[src/design/sas_pkg.sv]
package sas_pkg;
  localparam logic [7:0] OFS_CTRL = 8'h00;
  localparam logic [7:0] OFS_PORT = 8'h04;
  localparam logic [7:0] OFS_TIME = 8'h08;
  localparam logic [7:0] OFS_RESH = 8'h0c;
  localparam logic [7:0] OFS_RESL = 8'h10;
  localparam logic [7:0] OFS_STAT = 8'h14;
  localparam int EN_BIT = 0;
  localparam int GO_BIT = 1;
  localparam int JUST_BIT = 7;
  localparam logic [7:0] CTRL_WMASK = 8'h3d;
  localparam logic [7:0] PORT_WMASK = 8'h3f;
  localparam logic [7:0] TIME_WMASK = 8'hbf;
  localparam logic [7:0] REG_RESET = 8'h00;
  localparam logic [4:0] CONV_LAST = 5'h0a;
  localparam logic [4:0] GAP_LAST = 5'h01;
  localparam logic [6:0] INSTR_TOSC = 7'h04;
  localparam logic [6:0] INSTR_LAST = INSTR_TOSC - 7'h01;
  localparam logic [9:0] SAR_MSB = 10'h200;
  localparam logic [4:0] NUM_PINS = 5'h10;

  typedef enum logic [4:0] {
    ST_IDLE = 5'b00001,
    ST_DELAY = 5'b00010,
    ST_ACQ = 5'b00100,
    ST_CONV = 5'b01000,
    ST_GAP = 5'b10000
  } sas_state_t;

  typedef struct packed {
    logic enable;
    logic sample;
    logic [3:0] channel;
    logic [1:0] vref;
    logic [9:0] trial;
  } sas_afe_t;

  function automatic logic [6:0] div_cycles(input logic [2:0] code);
    unique case (code)
      3'h0: div_cycles = 7'h02;
      3'h4: div_cycles = 7'h04;
      3'h1: div_cycles = 7'h08;
      3'h5: div_cycles = 7'h10;
      3'h2: div_cycles = 7'h20;
      3'h6: div_cycles = 7'h40;
      default: div_cycles = 7'h02;
    endcase
  endfunction

  function automatic logic [4:0] acq_periods(input logic [2:0] code);
    unique case (code)
      3'h0: acq_periods = 5'h00;
      3'h1: acq_periods = 5'h02;
      3'h2: acq_periods = 5'h04;
      3'h3: acq_periods = 5'h06;
      3'h4: acq_periods = 5'h08;
      3'h5: acq_periods = 5'h0c;
      3'h6: acq_periods = 5'h10;
      3'h7: acq_periods = 5'h14;
    endcase
  endfunction
endpackage

[src/design/sas_sequencer.sv]
`timescale 1ns/10ps
module sas_sequencer (
  // clock and reset
  input wire logic clk_i,
  input wire logic rst_i,
  // wishbone slave
  input wire logic wb_cyc_i,
  input wire logic wb_stb_i,
  input wire logic wb_we_i,
  input wire logic [7:0] wb_adr_i,
  input wire logic [3:0] wb_sel_i,
  input wire logic [31:0] wb_dat_i,
  output logic [31:0] wb_dat_o,
  output logic wb_ack_o,
  // clock source and power state
  input wire logic rc_clk_i,
  input wire logic sleep_i,
  // analog front end
  input wire logic comp_i,
  output sas_pkg::sas_afe_t afe_o,
  output logic [15:0] pin_analog_o,
  // completion flag
  output logic done_flag_o
);
  logic [7:0] ctrl_q;
  logic [7:0] port_q;
  logic [7:0] time_q;
  logic [7:0] res_hi_q;
  logic [7:0] res_lo_q;
  logic go_q;
  logic go_d;
  logic done_q;
  logic done_d;
  logic ack_q;
  logic [31:0] dat_q;
  sas_pkg::sas_state_t state_q;
  sas_pkg::sas_state_t state_d;
  logic [4:0] per_q;
  logic [4:0] per_d;
  logic [6:0] cyc_q;
  logic [6:0] cyc_d;
  logic [9:0] sar_q;
  logic [9:0] sar_d;
  logic [3:0] bidx;
  logic finish;
  logic rc_s1_q;
  logic rc_s2_q;
  logic rc_s3_q;

  // bus decode
  wire req = wb_cyc_i & wb_stb_i;
  wire wr_commit = req & wb_we_i & ack_q & wb_sel_i[0];
  wire wr_ctrl = wr_commit & (wb_adr_i == sas_pkg::OFS_CTRL);
  wire wr_port = wr_commit & (wb_adr_i == sas_pkg::OFS_PORT);
  wire wr_time = wr_commit & (wb_adr_i == sas_pkg::OFS_TIME);
  wire wr_stat = wr_commit & (wb_adr_i == sas_pkg::OFS_STAT);
  wire ctrl_en = ctrl_q[sas_pkg::EN_BIT];
  wire use_rc = time_q[1:0] == 2'b11;
  wire [6:0] div_len = sas_pkg::div_cycles(time_q[2:0]);
  wire [4:0] acq_len = sas_pkg::acq_periods(time_q[5:3]);
  wire [7:0] ctrl_rd = ctrl_q | {6'h00, go_q & ctrl_en, 1'b0};
  wire [7:0] rd_byte =
    (wb_adr_i == sas_pkg::OFS_CTRL) ? ctrl_rd :
    (wb_adr_i == sas_pkg::OFS_PORT) ? port_q :
    (wb_adr_i == sas_pkg::OFS_TIME) ? time_q :
    (wb_adr_i == sas_pkg::OFS_RESH) ? res_hi_q :
    (wb_adr_i == sas_pkg::OFS_RESL) ? res_lo_q :
    (wb_adr_i == sas_pkg::OFS_STAT) ? {7'h00, done_q} : 8'h00;

  // bit period timing
  wire running = (state_q == sas_pkg::ST_ACQ) | (state_q == sas_pkg::ST_CONV) |
    (state_q == sas_pkg::ST_GAP);
  // oscillator periods stall in sleep, the rc clock keeps going
  wire osc_hold = sleep_i & ~use_rc;
  wire osc_tick = running & ~osc_hold & (cyc_q == div_len - 7'h01);
  wire rc_rise = rc_s2_q & ~rc_s3_q;
  wire tick = running & (use_rc ? rc_rise : osc_tick);
  wire delay_done = (state_q == sas_pkg::ST_DELAY) & (cyc_q == sas_pkg::INSTR_LAST);
  wire set_go = wr_ctrl & wb_dat_i[sas_pkg::GO_BIT] & wb_dat_i[sas_pkg::EN_BIT];
  wire [9:0] res_val = sar_d;

  // rc clock is only a level here, so it passes two flops first
  always_ff @(posedge clk_i)
  begin
    rc_s1_q <= rc_clk_i;
    rc_s2_q <= rc_s1_q;
    rc_s3_q <= rc_s2_q;
  end

  always_comb
  begin
    state_d = state_q;
    per_d = per_q;
    finish = 1'b0;
    if (!ctrl_en)
    begin
      state_d = sas_pkg::ST_IDLE;
      per_d = 5'h00;
    end
    else
    begin
      unique case (state_q)
        sas_pkg::ST_IDLE:
          if (go_q)
          begin
            per_d = 5'h00;
            if (use_rc)
              state_d = sas_pkg::ST_DELAY;
            else if (acq_len == 5'h00)
              state_d = sas_pkg::ST_CONV;
            else
              state_d = sas_pkg::ST_ACQ;
          end
        sas_pkg::ST_DELAY:
          if (delay_done)
            state_d = (acq_len == 5'h00) ? sas_pkg::ST_CONV : sas_pkg::ST_ACQ;
        sas_pkg::ST_ACQ:
          if (tick)
          begin
            if (per_q == acq_len - 5'h01)
            begin
              state_d = sas_pkg::ST_CONV;
              per_d = 5'h00;
            end
            else
              per_d = per_q + 5'h01;
          end
        sas_pkg::ST_CONV:
          if (tick)
          begin
            if (per_q == sas_pkg::CONV_LAST)
            begin
              state_d = sas_pkg::ST_GAP;
              per_d = 5'h00;
              finish = 1'b1;
            end
            else
              per_d = per_q + 5'h01;
          end
        sas_pkg::ST_GAP:
          if (tick)
          begin
            if (per_q == sas_pkg::GAP_LAST)
            begin
              state_d = sas_pkg::ST_IDLE;
              per_d = 5'h00;
            end
            else
              per_d = per_q + 5'h01;
          end
      endcase
    end
  end

  // divider restarts on every state change so each phase starts aligned
  always_comb
  begin
    cyc_d = cyc_q + 7'h01;
    if (state_d != state_q || !(running || state_q == sas_pkg::ST_DELAY))
      cyc_d = 7'h00;
    else if (osc_tick)
      cyc_d = 7'h00;
    else if (osc_hold && running)
      cyc_d = cyc_q;
  end

  // first period sets the msb trial, each later one resolves a bit
  assign bidx = 4'(4'ha - per_q[3:0]);
  always_comb
  begin
    sar_d = sar_q;
    if (state_q == sas_pkg::ST_CONV && tick)
    begin
      if (per_q == 5'h00)
        sar_d = sas_pkg::SAR_MSB;
      else
      begin
        if (!comp_i)
          sar_d[bidx] = 1'b0;
        if (bidx != 4'h0)
          sar_d[bidx - 4'h1] = 1'b1;
      end
    end
  end

  assign go_d = (set_go | (go_q & ~finish)) & ~(wr_ctrl & ~wb_dat_i[sas_pkg::EN_BIT]);
  assign done_d = finish | (done_q & ~(wr_stat & wb_dat_i[0]));

  always_ff @(posedge clk_i)
  begin
    if (rst_i)
    begin
      ctrl_q <= sas_pkg::REG_RESET;
      port_q <= sas_pkg::REG_RESET;
      time_q <= sas_pkg::REG_RESET;
      go_q <= 1'b0;
      done_q <= 1'b0;
      state_q <= sas_pkg::ST_IDLE;
      per_q <= 5'h00;
      cyc_q <= 7'h00;
      sar_q <= 10'h000;
      ack_q <= 1'b0;
      dat_q <= 32'h0000_0000;
    end
    else
    begin
      if (wr_ctrl)
        ctrl_q <= wb_dat_i[7:0] & sas_pkg::CTRL_WMASK;
      if (wr_port)
        port_q <= wb_dat_i[7:0] & sas_pkg::PORT_WMASK;
      if (wr_time)
        time_q <= wb_dat_i[7:0] & sas_pkg::TIME_WMASK;
      go_q <= go_d;
      done_q <= done_d;
      state_q <= state_d;
      per_q <= per_d;
      cyc_q <= cyc_d;
      sar_q <= sar_d;
      ack_q <= req & ~ack_q;
      if (req && !ack_q)
        dat_q <= {24'h00_0000, rd_byte};
    end
  end

  // result keeps its content through any reset
  always_ff @(posedge clk_i)
  begin
    if (finish && !rst_i)
    begin
      res_hi_q <= time_q[sas_pkg::JUST_BIT] ? {6'h00, res_val[9:8]} : res_val[9:2];
      res_lo_q <= time_q[sas_pkg::JUST_BIT] ? res_val[7:0] : {res_val[1:0], 6'h00};
    end
  end

  // code one already frees the top two pins, so only code zero keeps all sixteen
  wire [4:0] analog_cnt = (port_q[3:0] == 4'h0) ? sas_pkg::NUM_PINS :
    sas_pkg::NUM_PINS - 5'h01 - {1'b0, port_q[3:0]};
  wire [15:0] pin_an;
  for (genvar i = 0; i < 16; i++)
  begin : g_pin
    assign pin_an[i] = 5'(i) < analog_cnt;
  end
  assign pin_analog_o = pin_an;

  assign afe_o = '{
    enable: ctrl_en,
    sample: ctrl_en & (state_q != sas_pkg::ST_CONV),
    channel: ctrl_q[5:2],
    vref: port_q[5:4],
    trial: sar_q
  };
  assign done_flag_o = done_q;
  assign wb_ack_o = ack_q;
  assign wb_dat_o = dat_q;

  // checks
  logic [4:0] conv_ticks_q;
  always_ff @(posedge clk_i)
  begin
    if (rst_i || state_q != sas_pkg::ST_CONV)
      conv_ticks_q <= 5'h00;
    else if (tick)
      conv_ticks_q <= conv_ticks_q + 5'h01;
  end

  logic [4:0] acq_ticks_q;
  always_ff @(posedge clk_i)
  begin
    if (rst_i || state_q != sas_pkg::ST_ACQ)
      acq_ticks_q <= 5'h00;
    else if (tick)
      acq_ticks_q <= acq_ticks_q + 5'h01;
  end

  // frozen cycles in sleep do not count
  logic [9:0] conv_cyc_q;
  always_ff @(posedge clk_i)
  begin
    if (rst_i || state_q != sas_pkg::ST_CONV)
      conv_cyc_q <= 10'h000;
    else if (!osc_hold)
      conv_cyc_q <= conv_cyc_q + 10'h001;
  end
endmodule

[config.mk]
export PLATFORM = sky130hd
export DESIGN_NAME = sas_sequencer
export DESIGN_NICKNAME = d
export VERILOG_FILES = /design/src/design/sas_pkg.sv /design/src/design/sas_sequencer.sv
export SDC_FILE = /design/constraint.sdc
export NUM_CORES = 1
export LEC_CHECK = 0
export ABC_AREA = 1
export ABC_CLOCK_PERIOD_IN_PS = 4100
export BUFFER_PORTS_ARGS = -buffer_cell sky130_fd_sc_hd__buf_4
export CORE_MARGIN = 2
export CORE_UTILIZATION = 59
export CTS_BUF_LIST = sky130_fd_sc_hd__clkbuf_4 sky130_fd_sc_hd__clkbuf_8
export CTS_CLUSTER_SIZE = 24
export DETAILED_ROUTE_END_ITERATION = 6
export GPL_TIMING_DRIVEN = 0
export PLACE_DENSITY_LB_ADDON = 0.1
export SYNTH_ARGS = -nofsm -noshare
export SYNTH_HDL_FRONTEND = slang
export SYNTH_SLANG_ARGS = --single-unit
[constraint.sdc]
create_clock -name clk_i -period 4.1 [get_ports clk_i]
set_input_delay 0.205 -clock clk_i [delete_from_list [all_inputs] [get_ports clk_i]]
set_output_delay 0.205 -clock clk_i [all_outputs]
set_load 0.1 [all_outputs]
### After elaboration in Yosys (flattened, before gate mapping)

Memories as Yosys holds them, arrays and structs flattened. A register that Yosys moved wholly into a read port is not among the register bits.
Index checks and enable logic that the tools add are counted.

* register bits: 75
* input port bits: 52
* ROM bits: 32
* memories kept: 1

* add/subtract/negate cells: 7
* eq/ne operators: 27
* multiplexer cells: 47
* $lt $le $gt $ge: 20
* reductions and logical operators: 20
* bitwise gates (word level): 41

Memories
* (no name shown): depth 8, bits a word 4, read ports 1, clocked after memory_dff 1, write ports 0, line sas_pkg.sv:51 `unique case (code)`

Operators with widths (number)
* two-way mux 5 bit: 17
* two-way mux 10 bit: 6
* two-way mux 8 bit: 6
* < comparator 4 x 5 -> 1 bit (first input constant): 8
* one-hot mux 7 bit (5 select lines): 1
* one-hot mux 5 bit (5 select lines): 1
* AND 1 bit: 24
* < comparator 3 x 5 -> 1 bit (first input constant): 4
* one-hot mux 5 bit (4 select lines): 1
* equality test 8 x 4 -> 1 bit (second input constant): 2
* equality test 8 x 5 -> 1 bit (second input constant): 2
* AND 10 bit: 1
* equality test 5 x 1 -> 1 bit (second input constant): 2
* equality test 5 x 4 -> 1 bit (second input constant): 2
* logical NOT 5 bit: 2
* < comparator 1 x 5 -> 1 bit (first input constant): 2
* < comparator 2 x 5 -> 1 bit (first input constant): 2
* < comparator 4 x 5 -> 1 bit (second input constant): 2
* inverter 10 bit: 1
* bitwise OR 10 bit: 1
* equality test 3 bit (second input constant): 3
* inverter 1 bit: 9
* demux 1 bit (select 4 bit): 2
* equality test 8 x 3 -> 1 bit (second input constant): 1
* 35 further kinds: 60

### Longest topological paths before layout

Gate-level depths: netlist of run 1.

* word-level depth: 15
* gate-level depth with buffers: 19
* gate-level depth less buffers: 19

### Worst setup path before layout of run 1

Ideal clock, no wire load.

* path type: reg-to-output
* start: register ctrl_q[0]
* end: output port afe_o[16] in the netlist's numbering
* slack: 1.284 ns
* data arrival time: 2.611 ns
* cell stages (with the launch flop): 3
* cells stage by stage: dfxtp_1 -> inv_1 -> nor2_1

RTL lines
* start: declaration: line sas_sequencer.sv:25 `logic [7:0] ctrl_q;`
* start signal: assignment: line sas_sequencer.sv:193 `ctrl_q <= sas_pkg::REG_RESET;`
* start signal: assignment: line sas_sequencer.sv:208 `ctrl_q <= wb_dat_i[7:0] & sas_pkg::CTRL_WMASK;`
* end: declaration: line sas_sequencer.sv:20 `output sas_pkg::sas_afe_t afe_o,`

### Worst setup path in the final report of run 1

* start: register time_q[1]
* end: register res_hi_q[3] (enable)

* word-level cells in the longest chain between the ends: 12
* elaborated cells between the ends (all ways): 20

Ends and longest elaborated chain
* start: declaration: line sas_sequencer.sv:27 `logic [7:0] time_q;`
* start signal: assignment: line sas_sequencer.sv:195 `time_q <= sas_pkg::REG_RESET;`
* start signal: assignment: line sas_sequencer.sv:212 `time_q <= wb_dat_i[7:0] & sas_pkg::TIME_WMASK;`
* branches (longest 6 deep; another with subtractor 7 x 1 -> 7 bit)
* two-way mux 1 bit *: line sas_sequencer.sv:77 `wire tick = running & (use_rc ? rc_rise : osc_tick);`
* AND 1 bit *: line sas_sequencer.sv:77
* two-way mux 1 bit *: line sas_sequencer.sv:129 `if (tick)`
* two-way mux 1 bit *: line sas_sequencer.sv:102 `unique case (state_q)`
* two-way mux 1 bit *: line sas_sequencer.sv:95 `if (!ctrl_en)`
* logical AND 1 bit *: line sas_sequencer.sv:228 `if (finish && !rst_i)`
* end signal: assignment: line sas_sequencer.sv:230 `res_hi_q <= time_q[sas_pkg::JUST_BIT] ? {6'h00, res_val[9:8]} : res_val[9:2];`
* end: declaration: line sas_sequencer.sv:28 `logic [7:0] res_hi_q;`

Mark *: on every way between the ends.
A chain may end at the register's enable or synchronous reset.

==> results by group, run 1 <==
Clocking
  – Clock net sink count: 79
  – H-tree depth: 3
  – Number of setup buffers added after CTS: 0
  – # hold bufs at CTS: 1
  – CTS tree: yes
  – CTS buffer count: 9
  – Clk buf depth: 2
  – Root buf cell: clkbuf_8
  – Post-cts sizing count: 0
  – Reg clk slew, reported paths: 0.09 ns
  – Worst-skew pair later-pin latency: 0.36 ns

Pwr
  – P_leak: 2.38 nW
  – Switching Fraction: 28.0%
  – Gate power share: 11.1%
  – Power density over cell area: 292 mW/mm2
  – Internal power: 1.18 mW
  – Part of the power in registers: 48.4%
  – Final total power: 1.64 mW
  – Clk network pwr share: 40.5%
  – VDD IR max: 195 uV
  – Psw: 0.458 mW

Routing
  – Routed vias: 4448
  – Iter 0 DRT Violations: 242
  – ANT nets after route: 0
  – Final wirelength: 11400 um
  – # DRC: 0
  – Initial DRT Pass Iterations: 5
  – Vias per cell: 5.17
  – Routed WL per cell: 13.3 um

STA
  – Final period util: 77.1%
  – Setup Skew: 0.0159 ns
  – Unrepaired setup endpoints after global routing: false
  – Worst slew margin: 15.2%
  – Crit path time final: 3.16 ns
  – Fin. Hold Viols: 0
  – Worst Max-Slew Pin Slew: 1.27 ns
  – Setup WS post-layout: 0.939 ns
  – Final Setup Violations: 0
  – WHS: 0.0896 ns
  – Total Neg Setup Slack: 0 ns
  – Fin. max-slew vios: 0
  – Fmax: 316 MHz

Logic synthesis
  – Post-synth EDFFs: 16
  – Sequential fraction of the synthesis area: 37.4%
  – Mapped Cells: 652
  – Mapped cell area: 0.00465 mm2
  – Post-synth ARST share: 0%
  – Syn Area/Cell: 7.14 um2
  – Yosys cell types: 50
  – Largest cells by area after synthesis: dfxtp_1 27%, edfxtp_1 10%, nand2_1 10%
  – Synthesis Warnings: 0
  – Synth Flop Type: dfxtp_1
  – Synth top area share: 27.1%
  – Area leader, netlist: dfxtp_1
  – Yosys reg bits: 79

Critical path
  – Max stage delay on crit path: 0.99 ns
  – CP required: 4.07 ns
  – R2R setup slack: 0.94 ns
  – Critical path endpoint category: flop
  – Startpoint types: flop
  – CP Cell Sequence: inv_1, ha_1, nand2_1, nand2_1, nand2_1, nand2_1, nand2_1, nor2_1, nand3_2, nand2_4, nand4_1, nor2_1
  – Critical path class: flop to flop
  – CP most frequent cell: nand2_1
  – Worst Path Arrival: 3.13 ns
  – Critical Path Fanout Max: 16
  – Slowest-stage cell, CP: nor2_1

Global route
  – Total gr overflow: 0
  – Largest net degree at the start of global routing: 17
  – Vias in the first global route: 4152
  – First-pass GRT wire length: 18700 um
  – Total Routing Usage GR: 27.1%
  – Initial antenna violation count: 0

Final layout
  – Non-Filler Instances: 860
  – Post-route cell area: 0.00561 mm2
  – Share of layout cells above drive strength 1: 18.2%
  – Net count, final: 821
  – Post-layout util: 72.9%
  – Fillers: 668
  – Diode count: 0
  – Area grow syn2layout: 20.5%

Floorplan
  – Die Height: 92.8 um
  – Rows: 32
  – Io pins: 120
  – Die W: 92.8 um
  – Core area: 0.00769 mm2
  – Full die area: 0.00862 mm2
  – Initial Utilization: 60.5%

Hold path
  – Hold Path Class: input pin to flop

Place
  – IO buf count: 66
  – Pre-CTS setup slack: 0.991 ns
  – Placed instance area: 0.00536 mm2
  – Placed cell count: 843
  – GPL Wtd Cong: 0.935
  – Dpl hpwl: 8990 um

Run
  – Max_cap viols: 0

Run status
  – Outcome: complete, no violations
## per-layer routing
layer,GRT usage [%],share of wire [%],vias up
met4,12.4,3.0,0
met3,4.15,6.3,29
met2,47.6,48,152
met1,32.5,42,1986
met5,0,0,-
li1,-,-,2281
## cell families (layout without fill, tap and decap cells)
kind of cell	count (synthesis)	after routing	share of synthesized area (%)
AOI/OAI and AO/OA	112	112	14.0
DFF	79	79	37.4
muxes	2	2	0.430
and+or+nand+nor	305	305	28.9
adders and majority gates	16	16	4.30
other	1	24	0.0806
buffers and inverters	124	207	12.3
xor gates and xnor gates	13	13	2.61
## final timing paths
path	startpoint	to	cells past startpoint
worst max-delay path	time_q[1]	res_hi_q[3]	12
worst min-delay path	wb_dat_i[2]	port_q[2]	3
worst min register to register	rc_s1_q	rc_s2_q	0
worst max register to register	time_q[1]	res_hi_q[3]	12
## Yosys cell counts, drive strengths merged (2+ instances only)
master	instances
nor3	13
nor2	110
nor4	3
and3	2
nand2	130
ha	16
o21ai	41
mux2i	2
o31ai	4
clkbuf	10
inv	85
nand4	13
xor2	8
a21oi	45
dfxtp	63
buf	29
a22oi	3
o211ai	6
xnor2	5
nand3	32
edfxtp	16
a211oi	3
o221ai	2
## layout by cell type (no fill, tap or decap), types with 10 or more instances in the layout
cell type,instances
nand2_1,127
nor2_1,103
buf_4,92
inv_1,81
dfxtp_1,63
a21oi_1,41
o21ai_0,37
nand3_1,30
conb_1,24
ha_1,16
edfxtp_1,16
nand4_1,12
clkbuf_1,10
nor3_1,10
## power by group through the flow
stage          Combinational (mW)  Sequential (mW)  Clock [mW]
2_1_floorplan               0.132            0.828           0
5_1_grt                     0.189            0.794       0.693
3_5_place_dp                0.179            0.812           0
4_1_cts                     0.180            0.794       0.671
3_3_place_gp                0.178            0.812           0
6_report                    0.182            0.794       0.663
## state kept, by name (all words and copies together) (netlist names)
name / flops
acq_len: 4
ctrl_q: 5
cyc_q: 7
done_flag_o: 1
go_q: 1
per_q: 5
port_q: 6
rc_s1_q: 1
rc_s2_q: 1
rc_s3_q: 1
res_hi_q: 8
res_lo_q: 8
sar_q: 10
state_q: 5
time_q: 7
wb_ack_o: 1
wb_dat_o: 8
## final cells by class
cell class / instances / area [um2] / share of cell area, %
Clock inverter: 7 / 103 / 1.83
Clock buffer: 9 / 124 / 2.21
Sequential cell: 79 / 1740 / 31.1
Inverter: 85 / 319 / 5.69
Timing Repair Buffer: 67 / 505 / 9.02
Tap cell: 102 / 128 / 2.28
Multi-Input combinational cell: 472 / 2430 / 43.4
Buffer: 39 / 253 / 4.51
## critical path, delay by kind of cell, from the launching register on
kind / cells / cell delay, ns
simple gates: 10 / 1.81
fa+ha+maj: 1 / 0.43
flops: 1 / 0.39
buf+inv: 1 / 0.13
Note: power is estimated with default switching activity, not from simulation.
==> inputs of run 2 (changes only) <==
Settings changed: ABC_CLOCK_PERIOD_IN_PS 4100 to 2700, CORE_UTILIZATION 59 to 50.
Clock period 4.1 ns to 2.7 ns, I/O delays scaled along.
==> run 2 against run 1 <==
  * Non-clock buffer count rose by 1
  * Sequential cell count unchanged
  * Die area is 17% higher
  * Global-route usage is 3.6 points lower
  * First-iteration DRC count shrank 25%
  * Critical path depth increased by 4
  * Routed wire length increased by 2.4%
  * Sequential power grew 52%
  * Cell count grew 1.2%
==> results by group, run 2 (synthesized netlist as in run 1, its figures left out) <==
Clocking
  – Reg clk slew, reported paths: 0.09 ns (about the same)
  – Clk buf depth: 2 (unchanged)
  – Clock net sink count: 79 (unchanged)
  – Worst-skew pair later-pin latency: 0.36 ns (about the same)
  – Root buf cell: clkbuf_8 (unchanged)
  – CTS tree: yes (unchanged)
  – H-tree depth: 3 (unchanged)
  – CTS buffer count: 9 (unchanged)

Place
  – Placed instance area: 0.00538 mm2 (was 0.00536 mm2)
  – Pre-CTS setup slack: -0.400 ns (was 0.991 ns)
  – IO buf count: 66 (unchanged)
  – GPL Wtd Cong: 0.934 (was 0.935)
  – Dpl hpwl: 9200 um (was 8990 um)

STA
  – Final period util: 91.8% (was 77.1%)
  – Worst slew margin: 18.4% (was 15.2%)
  – Final Setup Violations: 0 (unchanged)
  – Fin. Hold Viols: 0 (unchanged)
  – Setup WS post-layout: 0.222 ns (was 0.939 ns)
  – Crit path time final: 2.48 ns (was 3.16 ns)
  – Setup Skew: 0.00957 ns (was 0.0159 ns)
  – Total Neg Setup Slack: 0 ns (unchanged)
  – Worst Max-Slew Pin Slew: 1.21 ns (was 1.27 ns)
  – Unrepaired setup endpoints after global routing: false (unchanged)
  – Fmax: 404 MHz (was 316 MHz)
  – Fin. max-slew vios: 0 (unchanged)

Hold path
  – Hold Path End: ctrl_q[4] (was port_q[2])
  – WHS Path Cells: 3 (unchanged)
  – Hold Startpoint: wb_dat_i[4] (was wb_dat_i[2])
  – Hold Path Class: input pin to flop (unchanged)

Global route
  – Vias in the first global route: 3969 (was 4152)
  – Largest net degree at the start of global routing: 17 (unchanged)
  – Initial antenna violation count: 0 (unchanged)
  – Total gr overflow: 0 (unchanged)
  – Total Routing Usage GR: 23.5% (was 27.1%)
  – First-pass GRT wire length: 18800 um (was 18700 um)

Critical path
  – Critical path class: flop to flop (unchanged)
  – Slowest-stage cell, CP: dfxtp_2 (was nor2_1)
  – R2R setup slack: 0.22 ns (was 0.94 ns)
  – Critical path endpoint category: flop (unchanged)
  – Max stage delay on crit path: 0.38 ns (was 0.99 ns)
  – Startpoint types: flop (unchanged)
  – CP required: 2.81 ns (was 4.07 ns)
  – CP most frequent cell: nand2_1 (unchanged)
  – Worst r2r src: time_q[1] (unchanged)
  – Worst reg-to-reg path cell count: 16 (was 12)
  – Worst r2r dst: res_hi_q[0] (was res_hi_q[3])
  – Worst Path Arrival: 2.59 ns (was 3.13 ns)
  – Critical Path Fanout Max: 10 (was 16)
  – CP Cell Sequence: inv_2, ha_4, nand2_1, nand2_1, nand2_1, nand2_1, nand2_1, nor2_1, nand3_2, nand2_4, nand2_2, nor2_4, inv_2, buf_6, a21oi_2, o21ai_2 (was inv_1, ha_1, nand2_1, nand2_1, nand2_1, nand2_1, nand2_1, nor2_1, nand3_2, nand2_4, nand4_1, nor2_1)

Final layout
  – Share of layout cells above drive strength 1: 19.2% (was 18.2%)
  – Diode count: 0 (unchanged)
  – Max FFs per register: 10 (unchanged)
  – Commonest non-fill, non-tap cell in the layout: nand2_1 (unchanged)
  – Post-route cell area: 0.00565 mm2 (was 0.00561 mm2)
  – Most frequent cells in the layout: 126 x nand2_1, 101 x nor2_1, 93 x buf_4, 79 x inv_1, 61 x dfxtp_1 (was 127 x nand2_1, 103 x nor2_1, 92 x buf_4, 81 x inv_1, 63 x dfxtp_1)
  – Net count, final: 822 (was 821)
  – Post-layout util: 61.7% (was 72.9%)
  – Area grow syn2layout: 21.3% (was 20.5%)
  – Top reg by flops: sar_q (unchanged)

Routing
  – # DRC: 0 (unchanged)
  – Routed WL per cell: 13.5 um (was 13.3 um)
  – Vias per cell: 5.04 (was 5.17)
  – Initial DRT Pass Iterations: 5 (unchanged)
  – ANT nets after route: 0 (unchanged)
  – Final wirelength: 11700 um (was 11400 um)
  – Iter 0 DRT Violations: 182 (was 242)
  – Routed vias: 4386 (was 4448)

Pwr
  – P_leak: 2.38 nW (about the same)
  – Power density over cell area: 440 mW/mm2 (was 292 mW/mm2)
  – VDD IR max: 213 uV (was 195 uV)

Run
  – Max_cap viols: 0 (unchanged)

Floorplan
  – Rows: 35 (was 32)
  – Io pins: 120 (unchanged)
  – Die W: 100 um (was 92.8 um)
  – Full die area: 0.0101 mm2 (was 0.00862 mm2)
  – Initial Utilization: 50.9% (was 60.5%)
  – Die Height: 100 um (was 92.8 um)
  – Core area: 0.00915 mm2 (was 0.00769 mm2)

Run status
  – Outcome: complete, no violations (unchanged)
-- run 2: power breakdown --
group / internal [mW] / switching [mW] / leakage, nW
Clock: 0.532 / 0.473 / 0.111
Combinational: 0.0585 / 0.217 / 1.65
Sequential: 1.20 / 0.00341 / 0.620
-- run 2: worst max-delay path by stage --
stage                    from  cells past startpoint          endpoint
finish              time_q[1]                     16       res_hi_q[0]
global route        time_q[1]                     18       res_hi_q[1]
CTS                 time_q[1]                     16       res_hi_q[0]
detailed placement  time_q[1]                     12       res_lo_q[7]
global placement    time_q[1]                     12       res_lo_q[3]
floorplan           port_q[2]                      2  pin_analog_o[12]
-- run 2: what timing repair did --
action | in CTS | in global routing
resized for setup | 2 | 7
setup endpoints to repair | 16 | 45
hold endpoints to repair | 1 | 0
pin swaps | 0 | 1
hold buffers | 1 | 0
buffers inserted | 0 | 1
-- run 2: cell type report --
cell class | count | area (um2)
buffer | 39 | 253
fill | 862 | 3510
tap | 111 | 139
sequential | 79 | 1740
clock buffer | 9 | 124
inverter | 85 | 319
multi-input combinational | 472 | 2450
timing repair buffer | 68 | 513
clock inverter | 7 | 103
-- run 2: routing by layer --
| layer | track usage (%) | wire length (um) |
|---|---|---|
| met4 | 5.48 | 123 |
| met2 | 40.3 | 5610 |
| met3 | 4.99 | 639 |
| met5 | 0 | 0 |
| met1 | 30.4 | 5340 |
-- run 2: through the flow --
step           power, mW  hold slack, ns  instances
2_1_floorplan       1.46           0.163        675
3_5_place_dp        1.51           0.241        852
3_3_place_gp        1.50           0.240        852
5_1_grt             2.56          0.0321        870
6_report            2.49          0.0422        870
4_1_cts             2.50          0.0234        869
-- run 2: worst max-delay path: cells and delay by family, from the launching register on --
kind                     cells  cell delay [ns]
flip-flops                   1             0.38
adder cells (fa/ha/maj)      1             0.30
buffers and inverters        3             0.30
AO/OA/AOI/OAI                2             0.30
AND/OR/NAND/NOR             10             0.96
==> inputs of run 3 (changes only) <==
Settings changed: PLACE_DENSITY set to 0.79, PLACE_DENSITY_LB_ADDON 0.1 to not set.
==> run 3 against run 2 <==
  * Power down 2.5%
  * Clock skew up 0.0011 ns
  * Global-route usage down 0.57 points
  * Critical endpoint is now cyc_q[4]
  * Largest cell class unchanged
  * Largest power group unchanged
==> results by group, run 3 (synthesized netlist as in run 1, its figures left out) <==
Run status
  – Outcome: complete, no violations (unchanged)

Floorplan
  – Io pins: 120 (unchanged)
  – Rows: 35 (unchanged)
  – Die Height: 100 um (unchanged)
  – Die W: 100 um (unchanged)
  – Initial Utilization: 50.9% (unchanged)
  – Full die area: 0.0101 mm2 (unchanged)
  – Core area: 0.00915 mm2 (unchanged)

Clocking
  – Reg clk slew, reported paths: 0.09 ns (about the same)
  – CTS buffer count: 9 (unchanged)
  – Root buf cell: clkbuf_8 (unchanged)
  – H-tree depth: 3 (unchanged)
  – Clock net sink count: 79 (unchanged)
  – CTS tree: yes (unchanged)
  – Worst-skew pair later-pin latency: 0.36 ns (about the same)
  – Clk buf depth: 2 (unchanged)

Global route
  – Total gr overflow: 0 (unchanged)
  – First-pass GRT wire length: 18700 um (was 18800 um)
  – Total Routing Usage GR: 22.9% (was 23.5%)
  – Vias in the first global route: 4084 (was 3969)
  – Initial antenna violation count: 0 (unchanged)
  – Largest net degree at the start of global routing: 17 (unchanged)

STA
  – Final period util: 93.0% (was 91.8%)
  – Setup WS post-layout: 0.190 ns (was 0.222 ns)
  – Worst slew margin: 21.8% (was 18.4%)
  – Worst Max-Slew Pin Slew: 1.16 ns (was 1.21 ns)
  – Fmax: 398 MHz (was 404 MHz)
  – Final Setup Violations: 0 (unchanged)
  – Fin. max-slew vios: 0 (unchanged)
  – Setup Skew: 0.0106 ns (was 0.00957 ns)
  – Crit path time final: 2.51 ns (was 2.48 ns)
  – Fin. Hold Viols: 0 (unchanged)
  – Total Neg Setup Slack: 0 ns (unchanged)

Critical path
  – CP required: 2.99 ns (was 2.81 ns)
  – Slowest-stage cell, CP: dfxtp_1 (was dfxtp_2)
  – Worst reg-to-reg path cell count: 16 (unchanged)
  – CP bufs+invs: 1 (was 3)
  – Critical path class: flop to flop (unchanged)
  – Worst r2r dst: cyc_q[4] (was res_hi_q[0])
  – Startpoint types: flop (unchanged)
  – Family with the most delay on the worst path: simple AND/OR/NAND/NOR gates (unchanged)
  – Cell count along the critical path: 16 (unchanged)
  – CP most frequent cell: nand2_1 (unchanged)
  – R2R setup slack: 0.19 ns (was 0.22 ns)
  – Worst Path Arrival: 2.80 ns (was 2.59 ns)
  – CP Launch Point: time_q[0] (was time_q[1])
  – Max stage delay on crit path: 0.38 ns (about the same)
  – Critical path endpoint category: flop (unchanged)
  – Critical Path Fanout Max: 7 (was 10)
  – CP Cell Sequence: inv_2, ha_4, nand2_1, nand2_1, nand2_1, nand2_1, nand2_1, nor2_1, nand3_2, nand2_4, nand4_1, nand3_2, a21oi_1, nor2_1, nand4_2, nor2_1 (was inv_2, ha_4, nand2_1, nand2_1, nand2_1, nand2_1, nand2_1, nor2_1, nand3_2, nand2_4, nand2_2, nor2_4, inv_2, buf_6, a21oi_2, o21ai_2)
  – Worst r2r src: time_q[0] (was time_q[1])

Run
  – Max_cap viols: 0 (unchanged)

Pwr
  – Final total power: 2.42 mW (was 2.49 mW)
  – VDD IR max: 278 uV (was 213 uV)
  – P_leak: 2.38 nW (about the same)
  – Power density over cell area: 430 mW/mm2 (was 440 mW/mm2)

Place
  – GPL Wtd Cong: 0.934 (about the same)
  – Placed instance area: 0.00538 mm2 (unchanged)
  – Dpl hpwl: 8770 um (was 9200 um)
  – Placed cell count: 852 (unchanged)
  – IO buf count: 66 (unchanged)
  – Pre-CTS setup slack: -0.435 ns (was -0.400 ns)

Final layout
  – Net count, final: 822 (unchanged)
  – Top reg by flops: sar_q (unchanged)
  – Max FFs per register: 10 (unchanged)
  – Share of layout cells above drive strength 1: 19.2% (unchanged)
  – Fillers: 811 (was 862)
  – Area grow syn2layout: 21.0% (was 21.3%)
  – Diode count: 0 (unchanged)
  – Most frequent cells in the layout: 126 x nand2_1, 101 x nor2_1, 93 x buf_4, 79 x inv_1, 62 x dfxtp_1 (was 126 x nand2_1, 101 x nor2_1, 93 x buf_4, 79 x inv_1, 61 x dfxtp_1)
  – Non-Filler Instances: 870 (unchanged)
  – Commonest non-fill, non-tap cell in the layout: nand2_1 (unchanged)
  – Post-route cell area: 0.00563 mm2 (was 0.00565 mm2)

Routing
  – Iter 0 DRT Violations: 274 (was 182)
  – Initial DRT Pass Iterations: 5 (unchanged)
  – Final wirelength: 11400 um (was 11700 um)
  – Routed WL per cell: 13.1 um (was 13.5 um)
  – Routed vias: 4513 (was 4386)
  – ANT nets after route: 0 (unchanged)
  – # DRC: 0 (unchanged)
  – Vias per cell: 5.19 (was 5.04)

Hold path
  – WHS Path Cells: 3 (unchanged)
  – Hold Startpoint: wb_dat_i[2] (was wb_dat_i[4])
  – Hold Path End: ctrl_q[2] (was ctrl_q[4])
  – Hold Path Class: input pin to flop (unchanged)
==> run 3: power breakdown <==
group,internal [mW],leakage [nW],total (mW),switching (mW)
Clock,0.467,0.105,0.944,0.477
Combinational,0.0585,1.65,0.274,0.216
Sequential,1.20,0.620,1.21,0.00264
==> run 3: worst reg2reg max path: stages (launching register included) <==
cell     delay [ns]
dfxtp_1        0.38
inv_2          0.09
ha_4           0.30
nand2_1        0.05
nand2_1        0.06
nand2_1        0.04
nand2_1        0.06
nand2_1        0.05
nor2_1         0.15
nand3_2        0.12
nand2_4        0.12
nand4_1        0.22
nand3_2        0.19
a21oi_1        0.08
nor2_1         0.13
nand4_2        0.20
nor2_1         0.18
==> run 3: cell type report <==
type                    count  area [um2]  share of cell area, %
plain buffers              39         253                   4.49
clock buffers              10         138                   2.44
clock inverters             6        75.1                   1.33
inverters                  85         319                   5.66
multi-input cells         472        2450                   43.6
flip-flops and latches     79        1740                   30.9
well taps                 111         139                   2.47
repair buffers             68         513                   9.11
==> run 3: repair_timing <==
item / in CTS / in global routing
endpoints found under the setup margin: 16 / 45
endpoints found under the hold margin: 1 / 0
pin swaps: 0 / 1
resized for setup: 2 / 7
cloned: 0 / 0
hold buffers: 1 / 0
setup buffers: 0 / 1
==> run 3: worst max path at each step <==
| stage | end | slack (ns) |
|---|---|---|
| 2_1_floorplan | pin_analog_o[12] | 0.01 |
| 3_3_place_gp | res_hi_q[3] | -0.34 |
| 3_5_place_dp | res_lo_q[3] | -0.43 |
| 4_1_cts | res_lo_q[6] | 0.03 |
| 5_1_grt | res_hi_q[1] | -0.01 |
| 6_report | cyc_q[4] | 0.19 |
==> run 3: layer usage <==
layer | track usage, % | vias up | wire [um]
li1 | - | 2291 | -
met1 | 30.6 | 2042 | 5310
met2 | 37.5 | 161 | 5190
met3 | 4.37 | 19 | 723
met4 | 7.59 | 0 | 205
met5 | 0 | - | 0
==> run 3: through the flow <==
stage / hold WS (ns) / util, %
floorplan: 0.163 / -
global placement: 0.241 / 58.8
detailed placement: 0.242 / 58.8
CTS: 0.0237 / 61.3
global route: 0.0420 / 61.6
finish: 0.0348 / 61.6
